$ cat config.mk
export PLATFORM = sky130hd
export DESIGN_NAME = conversion_status_flags
export DESIGN_NICKNAME = d
export VERILOG_FILES = /design/src/core/status_flags_pkg.sv /design/src/core/conversion_status_flags.sv
export SDC_FILE = /design/constraint.sdc
export NUM_CORES = 1
export LEC_CHECK = 0
export BUFFER_PORTS_ARGS = -buffer_cell sky130_fd_sc_hd__buf_2
export CORE_AREA = 2 2 66 68
export CTS_BUF_LIST = sky130_fd_sc_hd__clkbuf_8
export DETAILED_ROUTE_END_ITERATION = 12
export DIE_AREA = 0 0 68 70
export PLACE_DENSITY = 0.73
export SETUP_SLACK_MARGIN = 0.4
export SYNTH_ARGS = -nofsm -noshare
export SYNTH_HDL_FRONTEND = slang
export SYNTH_SLANG_ARGS = --single-unit
$ cat constraint.sdc
create_clock -name refClk -period 1.6 [get_ports refClk]
set_clock_uncertainty 0.15 [all_clocks]
set_input_delay 0.32 -clock refClk [delete_from_list [all_inputs] [get_ports refClk]]
set_output_delay 0.32 -clock refClk [all_outputs]
set_load 0.03 [all_outputs]
$ cat src/core/status_flags_pkg.sv
// status_flags_pkg: offsets, field positions and reset values for the conversion status flag block.
// assumes a 16-bit register port with 8-bit word addresses.
package status_flags_pkg;

  // ==========================================================
  // register offsets
  localparam logic [7:0] STATUS_WORD_ADDR = 8'h18;
  localparam logic [7:0] ERROR_ROUTE_ADDR = 8'h19;
  // result register addresses per channel (word pairs, upper word first)
  localparam logic [7:0] RESULT_CH0_ADDR = 8'h00;
  localparam logic [7:0] RESULT_CH1_ADDR = 8'h02;
  localparam logic [7:0] RESULT_CH2_ADDR = 8'h04;
  localparam logic [7:0] RESULT_CH3_ADDR = 8'h06;

  // ==========================================================
  // status word fields
  localparam int SRC_CHAN_LSB = 14;
  localparam int TIMEOUT_BIT = 11;
  localparam int AMP_HIGH_BIT = 10;
  localparam int AMP_LOW_BIT = 9;
  localparam int READY_BIT = 6;
  localparam int UNREAD_MSB = 3;

  // ==========================================================
  // error routing config fields
  localparam int TO_RESULT_BIT = 13;
  localparam int AH_RESULT_BIT = 12;
  localparam int AL_RESULT_BIT = 11;
  localparam int TO_IRQ_BIT = 5;
  localparam int READY_IRQ_BIT = 0;
  localparam logic [15:0] ERROR_ROUTE_MASK = 16'h3821;
  localparam logic [15:0] ERROR_ROUTE_RESET = 16'h0000;

  // ==========================================================
  // channel count
  localparam int NUM_CHAN = 4;

endpackage : status_flags_pkg

$ cat src/core/conversion_status_flags.sv
// conversion_status_flags: latched error, ready and unread-result flags plus the error routing word.
// assumes the conversion engine pulses one-cycle events with a channel number, and a register port
// that answers reads one cycle after the read strobe.
//
// Design decision made here: the address-and-strobe port.
`timescale 1ns/100ps

// How it works
// [RULE_01] bits 15:14 name the channel of the latest flag or error, codes 00..11.
// [RULE_02] a reported error stays latched until status or that channel's result is read.
// [RULE_03] status bit 11 sets on an enabled watchdog timeout, channel recorded.
// [RULE_04] status bit 10 sets on an amplitude-high warning, channel recorded.
// [RULE_05] status bit 9 sets on an amplitude-low warning, channel recorded.
// [RULE_06] error flags read zero if nothing happened since the last status read.
// [RULE_07] single-channel mode: ready flag sets on every new result.
// [RULE_08] sequential mode: ready flag sets only once all active channels have new results.
// [RULE_09] bits 3..0 flag unread results for channels 0..3.
// [RULE_10] host reads the result register of a channel whose unread flag is set.
// [RULE_11] channels 2 and 3 are never reported on two-channel parts.
// [RULE_12] result read clears its unread flag; reserved status bits read zero.
// [RULE_13] flags reset to zero; status-read clear never loses a same-cycle set.
// [RULE_14] config bit 13 routes timeouts into the channel result timeout field.
// [RULE_15] config bits 12 and 11 route amplitude warnings into the result warning field.
// [RULE_16] config bit 5 lets timeouts update status and pull the interrupt low.
// [RULE_17] config bit 0 lets data ready update status and pull the interrupt low.
module conversion_status_flags (
  // clock and reset
  input wire logic refClk,
  input wire logic resetN,
  // variant and mode
  input wire logic fourChannel,
  input wire logic sequentialMode,
  input wire logic [3:0] activeChanMask,
  input wire logic irqDisable,
  // conversion engine events
  input wire logic resultValid,
  input wire logic [1:0] resultChan,
  input wire logic timeoutEvent,
  input wire logic ampHighEvent,
  input wire logic ampLowEvent,
  input wire logic [1:0] eventChan,
  // register port
  input wire logic [7:0] regAddr,
  input wire logic [15:0] regWdata,
  input wire logic regWrite,
  input wire logic regRead,
  output logic [15:0] regRdata,
  // result register error fields per channel
  output logic [3:0] resultTimeoutField,
  output logic [3:0] resultAmpWarnField,
  // interrupt
  output logic irqOutN
);
  import status_flags_pkg::*;

  // ==========================================================
  // decoding
  function automatic logic [3:0] chanOneHot(input logic [1:0] ch);
    chanOneHot = 4'h1 << ch;
  endfunction : chanOneHot

  function automatic logic [1:0] resultAddrChan(input logic [7:0] a);
    resultAddrChan = a[2:1];
  endfunction : resultAddrChan

  // read selection; unmapped offsets answer zero
  function automatic logic [15:0] readMux(input logic [7:0] a, input logic [15:0] st, input logic [15:0] cfg);
    case (a)
      STATUS_WORD_ADDR: readMux = st;
      ERROR_ROUTE_ADDR: readMux = cfg;
      default: readMux = 16'h0000;
    endcase
  endfunction : readMux

  // latched bit: a set beats a clear in the same cycle
  function automatic logic setClear(input logic setIn, input logic held, input logic clr);
    setClear = setIn || (held && !clr);
  endfunction : setClear

  // configuration
  logic [15:0] errCfg_q;
  logic [15:0] errCfg_d;

  // latched status
  logic [1:0] srcChan_q;
  logic [1:0] srcChan_d;
  logic timeoutFlag_q;
  logic timeoutFlag_d;
  logic ampHighFlag_q;
  logic ampHighFlag_d;
  logic ampLowFlag_q;
  logic ampLowFlag_d;
  logic readyFlag_q;
  logic readyFlag_d;

  // per-channel state, indexed by channel number
  logic [3:0] unread_q;
  logic [3:0] unread_d;
  logic [3:0] seqSeen_q;
  logic [3:0] seqSeen_d;
  logic [3:0] toField_q;
  logic [3:0] toField_d;
  logic [3:0] awField_q;
  logic [3:0] awField_d;

  // read path and interrupt
  logic [15:0] rdata_q;
  logic [15:0] rdata_d;
  logic irqPend_q;
  logic irqPend_d;

  // ==========================================================
  // address decode
  wire logic [3:0] chanAllowed = fourChannel ? 4'hF : 4'h3; // [RULE_11]
  wire logic evChanOk = chanAllowed[eventChan]; // [RULE_11]
  wire logic resChanOk = chanAllowed[resultChan]; // [RULE_11]
  wire logic statusRead = regRead && (regAddr == STATUS_WORD_ADDR);
  wire logic cfgWrite = regWrite && (regAddr == ERROR_ROUTE_ADDR);
  wire logic isResultAddr = (regAddr[7:3] == 5'h00);
  wire logic resultRead = regRead && isResultAddr && chanAllowed[resultAddrChan(regAddr)];
  wire logic [3:0] resultReadHot = resultRead ? chanOneHot(resultAddrChan(regAddr)) : 4'h0;
  // a read of the named channel's result also releases the latched errors
  wire logic srcResultRead = resultRead && (resultAddrChan(regAddr) == srcChan_q); // [RULE_02]
  wire logic errClear = statusRead || srcResultRead; // [RULE_02] [RULE_06]

  // ==========================================================
  // event qualification
  // timeouts need their routing bit before they reach status or the pin
  wire logic toSet = timeoutEvent && evChanOk && errCfg_q[TO_IRQ_BIT]; // [RULE_03] [RULE_16]
  wire logic ahSet = ampHighEvent && evChanOk; // [RULE_04]
  wire logic alSet = ampLowEvent && evChanOk; // [RULE_05]
  wire logic anyErrSet = toSet || ahSet || alSet;
  // ==========================================================
  // ready tracking
  wire logic newResult = resultValid && resChanOk;
  wire logic [3:0] resultHot = newResult ? chanOneHot(resultChan) : 4'h0;
  wire logic [3:0] activeOk = activeChanMask & chanAllowed;
  wire logic [3:0] seqNext = seqSeen_q | resultHot;
  wire logic seqDone = newResult && ((seqNext & activeOk) == activeOk); // [RULE_08]
  wire logic readyEvent = sequentialMode ? seqDone : newResult; // [RULE_07] [RULE_08]
  wire logic readySet = readyEvent && errCfg_q[READY_IRQ_BIT]; // [RULE_17]

  // ==========================================================
  // status word and read path
  // captured before any clear takes effect; reserved bits stay zero
  wire logic [15:0] statusWord = {
    srcChan_q, // [RULE_01]
    2'b00, // [RULE_12]
    timeoutFlag_q,
    ampHighFlag_q,
    ampLowFlag_q,
    2'b00, // [RULE_12]
    readyFlag_q,
    2'b00, // [RULE_12]
    unread_q[0],
    unread_q[1],
    unread_q[2],
    unread_q[3] // [RULE_09] channel 0 sits in the highest unread bit
  };

  wire logic [15:0] rdataNext = readMux(regAddr, statusWord, errCfg_q);

  // ==========================================================
  // next state; a set in the clearing cycle always wins, so a read never swallows a fresh event
  assign errCfg_d = cfgWrite ? (regWdata & ERROR_ROUTE_MASK) : errCfg_q;
  // latest event overwrites the channel: simultaneous faults on two channels report only one
  assign srcChan_d = anyErrSet ? eventChan : srcChan_q; // [RULE_01]
  assign timeoutFlag_d = setClear(toSet, timeoutFlag_q, errClear); // [RULE_03] [RULE_13]
  assign ampHighFlag_d = setClear(ahSet, ampHighFlag_q, errClear); // [RULE_04] [RULE_13]
  assign ampLowFlag_d = setClear(alSet, ampLowFlag_q, errClear); // [RULE_05] [RULE_13]
  assign readyFlag_d = setClear(readySet, readyFlag_q, statusRead); // [RULE_07] [RULE_13]
  assign irqPend_d = setClear(toSet || readySet, irqPend_q, errClear); // [RULE_16] [RULE_17]
  assign rdata_d = regRead ? rdataNext : 16'h0000;

  // per-channel routing of events into the result register fields
  wire logic [3:0] evHot = evChanOk ? chanOneHot(eventChan) : 4'h0;
  wire logic toRoute = timeoutEvent && errCfg_q[TO_RESULT_BIT]; // [RULE_14]
  wire logic awRoute = (ampHighEvent && errCfg_q[AH_RESULT_BIT]) ||
                       (ampLowEvent && errCfg_q[AL_RESULT_BIT]); // [RULE_15]
  wire logic seqClear = !sequentialMode || seqDone; // [RULE_08]

  // ==========================================================
  // scalar registers
  always_ff @(posedge refClk or negedge resetN) begin
    if (!resetN) begin
      errCfg_q <= ERROR_ROUTE_RESET;
    end else begin
      errCfg_q <= errCfg_d;
    end
  end

  always_ff @(posedge refClk or negedge resetN) begin
    if (!resetN) begin
      srcChan_q <= 2'b00; // [RULE_13]
    end else begin
      srcChan_q <= srcChan_d;
    end
  end

  always_ff @(posedge refClk or negedge resetN) begin
    if (!resetN) begin
      timeoutFlag_q <= 1'b0;
    end else begin
      timeoutFlag_q <= timeoutFlag_d;
    end
  end

  always_ff @(posedge refClk or negedge resetN) begin
    if (!resetN) begin
      ampHighFlag_q <= 1'b0;
    end else begin
      ampHighFlag_q <= ampHighFlag_d;
    end
  end

  always_ff @(posedge refClk or negedge resetN) begin
    if (!resetN) begin
      ampLowFlag_q <= 1'b0;
    end else begin
      ampLowFlag_q <= ampLowFlag_d;
    end
  end

  always_ff @(posedge refClk or negedge resetN) begin
    if (!resetN) begin
      readyFlag_q <= 1'b0;
    end else begin
      readyFlag_q <= readyFlag_d;
    end
  end

  // read data is zero outside its one-cycle slot, so several slaves can be or-ed together
  always_ff @(posedge refClk or negedge resetN) begin
    if (!resetN) begin
      rdata_q <= 16'h0000;
    end else begin
      rdata_q <= rdata_d;
    end
  end

  // interrupt level stays until the status or source result read releases it
  always_ff @(posedge refClk or negedge resetN) begin
    if (!resetN) begin
      irqPend_q <= 1'b0;
    end else begin
      irqPend_q <= irqPend_d;
    end
  end

  // ==========================================================
  // per-channel state; each slice owns one bit of every per-channel vector
  // unread and routed-error bits clear together on that channel's result read
  for (genvar ch = 0; ch < NUM_CHAN; ch++) begin : g_chan
    wire logic clrHere = resultReadHot[ch];
    wire logic setHere = resultHot[ch];
    assign unread_d[ch] = setClear(setHere, unread_q[ch], clrHere); // [RULE_09] [RULE_12]
    assign seqSeen_d[ch] = seqClear ? 1'b0 : seqNext[ch]; // [RULE_08]
    assign toField_d[ch] = setClear(toRoute && evHot[ch], toField_q[ch], clrHere); // [RULE_14]
    assign awField_d[ch] = setClear(awRoute && evHot[ch], awField_q[ch], clrHere); // [RULE_15]

    always_ff @(posedge refClk or negedge resetN) begin
      if (!resetN) begin
        unread_q[ch] <= 1'b0;
      end else begin
        unread_q[ch] <= unread_d[ch];
      end
    end

    // sequence tracking restarts whenever a full set completes or the mode drops
    always_ff @(posedge refClk or negedge resetN) begin
      if (!resetN) begin
        seqSeen_q[ch] <= 1'b0;
      end else begin
        seqSeen_q[ch] <= seqSeen_d[ch];
      end
    end

    always_ff @(posedge refClk or negedge resetN) begin
      if (!resetN) begin
        toField_q[ch] <= 1'b0;
      end else begin
        toField_q[ch] <= toField_d[ch];
      end
    end

    always_ff @(posedge refClk or negedge resetN) begin
      if (!resetN) begin
        awField_q[ch] <= 1'b0;
      end else begin
        awField_q[ch] <= awField_d[ch];
      end
    end
  end

  // ==========================================================
  // outputs
  assign regRdata = rdata_q;
  assign resultTimeoutField = toField_q;
  assign resultAmpWarnField = awField_q;
  // interrupt is a level from a register, masked by irqDisable, held low until the status or source result read
  assign irqOutN = !(irqPend_q && !irqDisable); // [RULE_16] [RULE_17]

endmodule : conversion_status_flags

==> impl_metrics.env <==
export IMPL_status="finished clean"
export IMPL_tritoncts="yes"
export IMPL_min_delay_path_depth=2
export IMPL_grt_max_degree=26
export IMPL_synthesis_instances=159
export IMPL_ys_warnings_count=0
export IMPL_timing_rr_start="srcChan_q[0]"
export IMPL_io_buffers=53
export IMPL_min_period_ns=1.54
export IMPL_drt_drc_violations_left=0
export IMPL_wire_per_inst_um=15.4
export IMPL_drt_pass1_iterations=4
export IMPL_dpl_instance_area_um2=2290
export IMPL_worst_hold_startpoint="regWdata[12]"
export IMPL_die_span_in_x_um=68
export IMPL_ys_seq_elements=41
export IMPL_fp_row_count=24
export IMPL_globalRouteTotalUtil_pct=20.3
export IMPL_route_final_wire_length_mm=4.58
export IMPL_cts_bufs_inserted=5
export IMPL_rsz0062_at_grt="yes"
export IMPL_timing_reg2reg_worst_path_depth=5
export IMPL_worstPathRequired_ns=1.64
export IMPL_synth_area_per_cell_um2=11.2
export IMPL_drive_above_1_share_pct=52.8
export IMPL_area_growth_syn_to_layout_pct=56.9
export IMPL_maximum_vdd_drop_uv=562
export IMPL_clkLatencyLatePin_ns=0.29
export IMPL_worst_hold_path_endpoint="errCfg_q[12]"
export IMPL_combPwrFrac_pct=21.4
export IMPL_vias_per_cell=5.15
export IMPL_category_of_the_most_critical_setup_path="in2reg"
export IMPL_ys_async_sr_fraction_pct=100
export IMPL_finalHoldViolCount=0
export IMPL_cts_sinks=41
export IMPL_power_share_switching_pct=26.4
export IMPL_floorplan_die_area_um2=4760
export IMPL_hpwlAfterDp_mm=3.12
export IMPL_yosys_most_used_dff="sky130_fd_sc_hd__dfrtp_1"
export IMPL_antenna_cells_inserted=0
export IMPL_cts_root_to_sink_buffers=2
export IMPL_max_cap_viol_count=0
export IMPL_fillers=288
export IMPL_postRouteAntennaNets=0
export IMPL_seq_power_share_pct=45.7
export IMPL_fmaxAchievable_mhz=651
export IMPL_cts_htree_levels=2
export IMPL_finalCritPeriodShare_pct=96.0
export IMPL_drt_iter0_markers=157
export IMPL_std_cell_core_area_um2=4140
export IMPL_synth_edff_count=0
export IMPL_post_layout_nets=288
export IMPL_intPower_mw=1.89
export IMPL_critPathMaxFanout=3
export IMPL_io_pin_count=68
export IMPL_first_pass_grt_wire_length_mm=7.11
export IMPL_die_h_um=70
export IMPL_number_of_global_route_vias_before_repair=1508
export IMPL_setup_reg_to_reg_worst_slack_ns=0.07
export IMPL_initial_utilization_pct=43.1
export IMPL_final_util_pct=67.5
export IMPL_cp_end_kind="flip-flop"
export IMPL_synth_area_um2=1780
export IMPL_rr_endpoint="ampHighFlag_q"
export IMPL_p_leak_nw=1.39
export IMPL_setup_viol=0
export IMPL_dr_total_vias=1535
export IMPL_final_non_filler_cell_area_um2=2800
export IMPL_cts_clk_slew_worst_paths_ns=0.08
export IMPL_timing_max_transition_violations_final=0
export IMPL_pwr_share_clk_pct=32.9
export IMPL_ys_seq_area_share_pct=57.5
export IMPL_p_sw_mw=0.678
export IMPL_hold_path_class="in2reg"
export IMPL_timing_critical_path_arrival_ns=1.57
export IMPL_initial_antenna_violation_count=0
export IMPL_netlist_cell_type_count=40
export IMPL_globalplace_congestion=0.748
export IMPL_power_per_cell_area_nw_per_um2=918
export IMPL_globalRoute_totalOverflow=0
export IMPL_cp_start_kind="input pin"
export IMPL_clock_root_buffer="sky130_fd_sc_hd__clkbuf_8"
logic make-up (layout without fill, tap and decap cells):
family	after synthesis	in the layout	synth area share [%]
and+or+nand+nor	69	69	21.9
other	1	3	0.210
xor gates and xnor gates	2	2	0.982
muxes	7	7	5.47
buffers and inverters	12	97	3.16
DFF	41	41	57.5
AOI/OAI and AO/OA	27	27	10.7
repair_timing:
item / 4_1_cts / 5_1_grt
endpoints found under the setup margin: 63 / 88
endpoints found under the hold margin: 16 / 0
hold buffers: 1 / 0
resized for setup: 70 / 16
buffers inserted: 10 / 3
pin swaps: 20 / 9
cloned: 1 / 0
cell usage in the layout, fill, tap and decap left out, types with 4 or more instances in the layout:
cell type                   n
sky130_fd_sc_hd__nand2b_1   6
sky130_fd_sc_hd__nand2_2    5
sky130_fd_sc_hd__nand2_1   10
sky130_fd_sc_hd__nor2_1     8
sky130_fd_sc_hd__dfrtp_1   41
sky130_fd_sc_hd__clkbuf_8   6
sky130_fd_sc_hd__and2_4     6
sky130_fd_sc_hd__buf_4     21
sky130_fd_sc_hd__inv_1      7
sky130_fd_sc_hd__mux2_4     7
sky130_fd_sc_hd__buf_2     26
sky130_fd_sc_hd__a22o_1     4
sky130_fd_sc_hd__buf_6     32
power by group through the flow:
| stage | clock network, mW | registers [mW] | logic [mW] |
|---|---|---|---|
| 6_report | 0.845 | 1.17 | 0.551 |
| 5_1_grt | 0.906 | 1.18 | 0.589 |
| 4_1_cts | 0.853 | 1.17 | 0.517 |
| 3_5_place_dp | 0 | 1.19 | 0.398 |
| 3_3_place_gp | 0 | 1.18 | 0.388 |
| 2_1_floorplan | 0 | 1.24 | 0.173 |
worst max-delay path: stages:
cell and delay (ns):
sky130_fd_sc_hd__buf_6 0.09, sky130_fd_sc_hd__or3_4 0.41, sky130_fd_sc_hd__or4_4 0.58, sky130_fd_sc_hd__a21o_1 0.17
area by class of cell:
type                       instances  area, um2  area share, %
tap                               52       65.1           2.32
sequential                        41       1030           36.7
clock buffer                       6       82.6           2.95
clock inverter                     2       33.8           1.21
inverter                           7       26.3          0.939
timing repair buffer              82        686           24.5
multi-input combinational        108        880           31.4
registers in the layout, summed over array words and instances, names as in the netlist:
name                cells
readyFlag_q             1
statusWord              4
srcChan_q               2
resultAmpWarnField      4
ampHighFlag_q           1
resultTimeoutField      4
ampLowFlag_q            1
irqPend_q               1
timeoutFlag_q           1
regRdata               13
seqSeen_q               4
errCfg_q                5
per-stage QoR:
step | power (mW) | setup WS, ns | TNS, ns | hold slack, ns | std cells
after CTS | 2.54 | 0.0830 | 0 | 0.105 | 295
after detailed placement | 1.59 | -0.282 | -4.36 | 0.126 | 275
after floorplan | 1.41 | -0.125 | -0.802 | -0.126 | 161
after global placement | 1.57 | -0.348 | -4.23 | 0.122 | 275
final | 2.57 | 0.0633 | 0 | 0.110 | 298
after global routing | 2.68 | 0.0213 | 0 | 0.109 | 298
layer usage:
metal | wire [um] | track usage (%) | up-vias
met3 | 210 | 4.03 | 10
met1 | 1850 | 26.4 | 745
met5 | 0 | 0 | -
met4 | 94 | 7.11 | 0
met2 | 2420 | 33.1 | 56
li1 | - | - | 724
cell usage after synthesis (all sizes together), types with 3 or more instances:
library cell / n / area [um2]
a21o: 3 / 22.5
a22o: 4 / 35.0
and2: 8 / 50.1
and3: 3 / 18.8
buf: 3 / 22.5
dfrtp: 41 / 1030
inv: 7 / 26.3
mux2: 7 / 97.6
nand2: 17 / 71.3
nand2b: 7 / 43.8
nand3: 5 / 25.0
nor2: 12 / 45.0
o21ai: 6 / 30.0
or3: 3 / 23.8
worst max-delay path by stage:
stage,startpoint,end,slack (ns)
2_1_floorplan,regAddr[5],errCfg_q[0],-0.13
3_3_place_gp,regAddr[5],resultAmpWarnField[0],-0.35
3_5_place_dp,regAddr[5],errCfg_q[5],-0.28
4_1_cts,srcChan_q[1],ampHighFlag_q,0.08
5_1_grt,srcChan_q[0],ampLowFlag_q,0.02
6_report,regAddr[6],statusWord[2],0.06
Note: power is estimated with default switching activity, not from simulation.
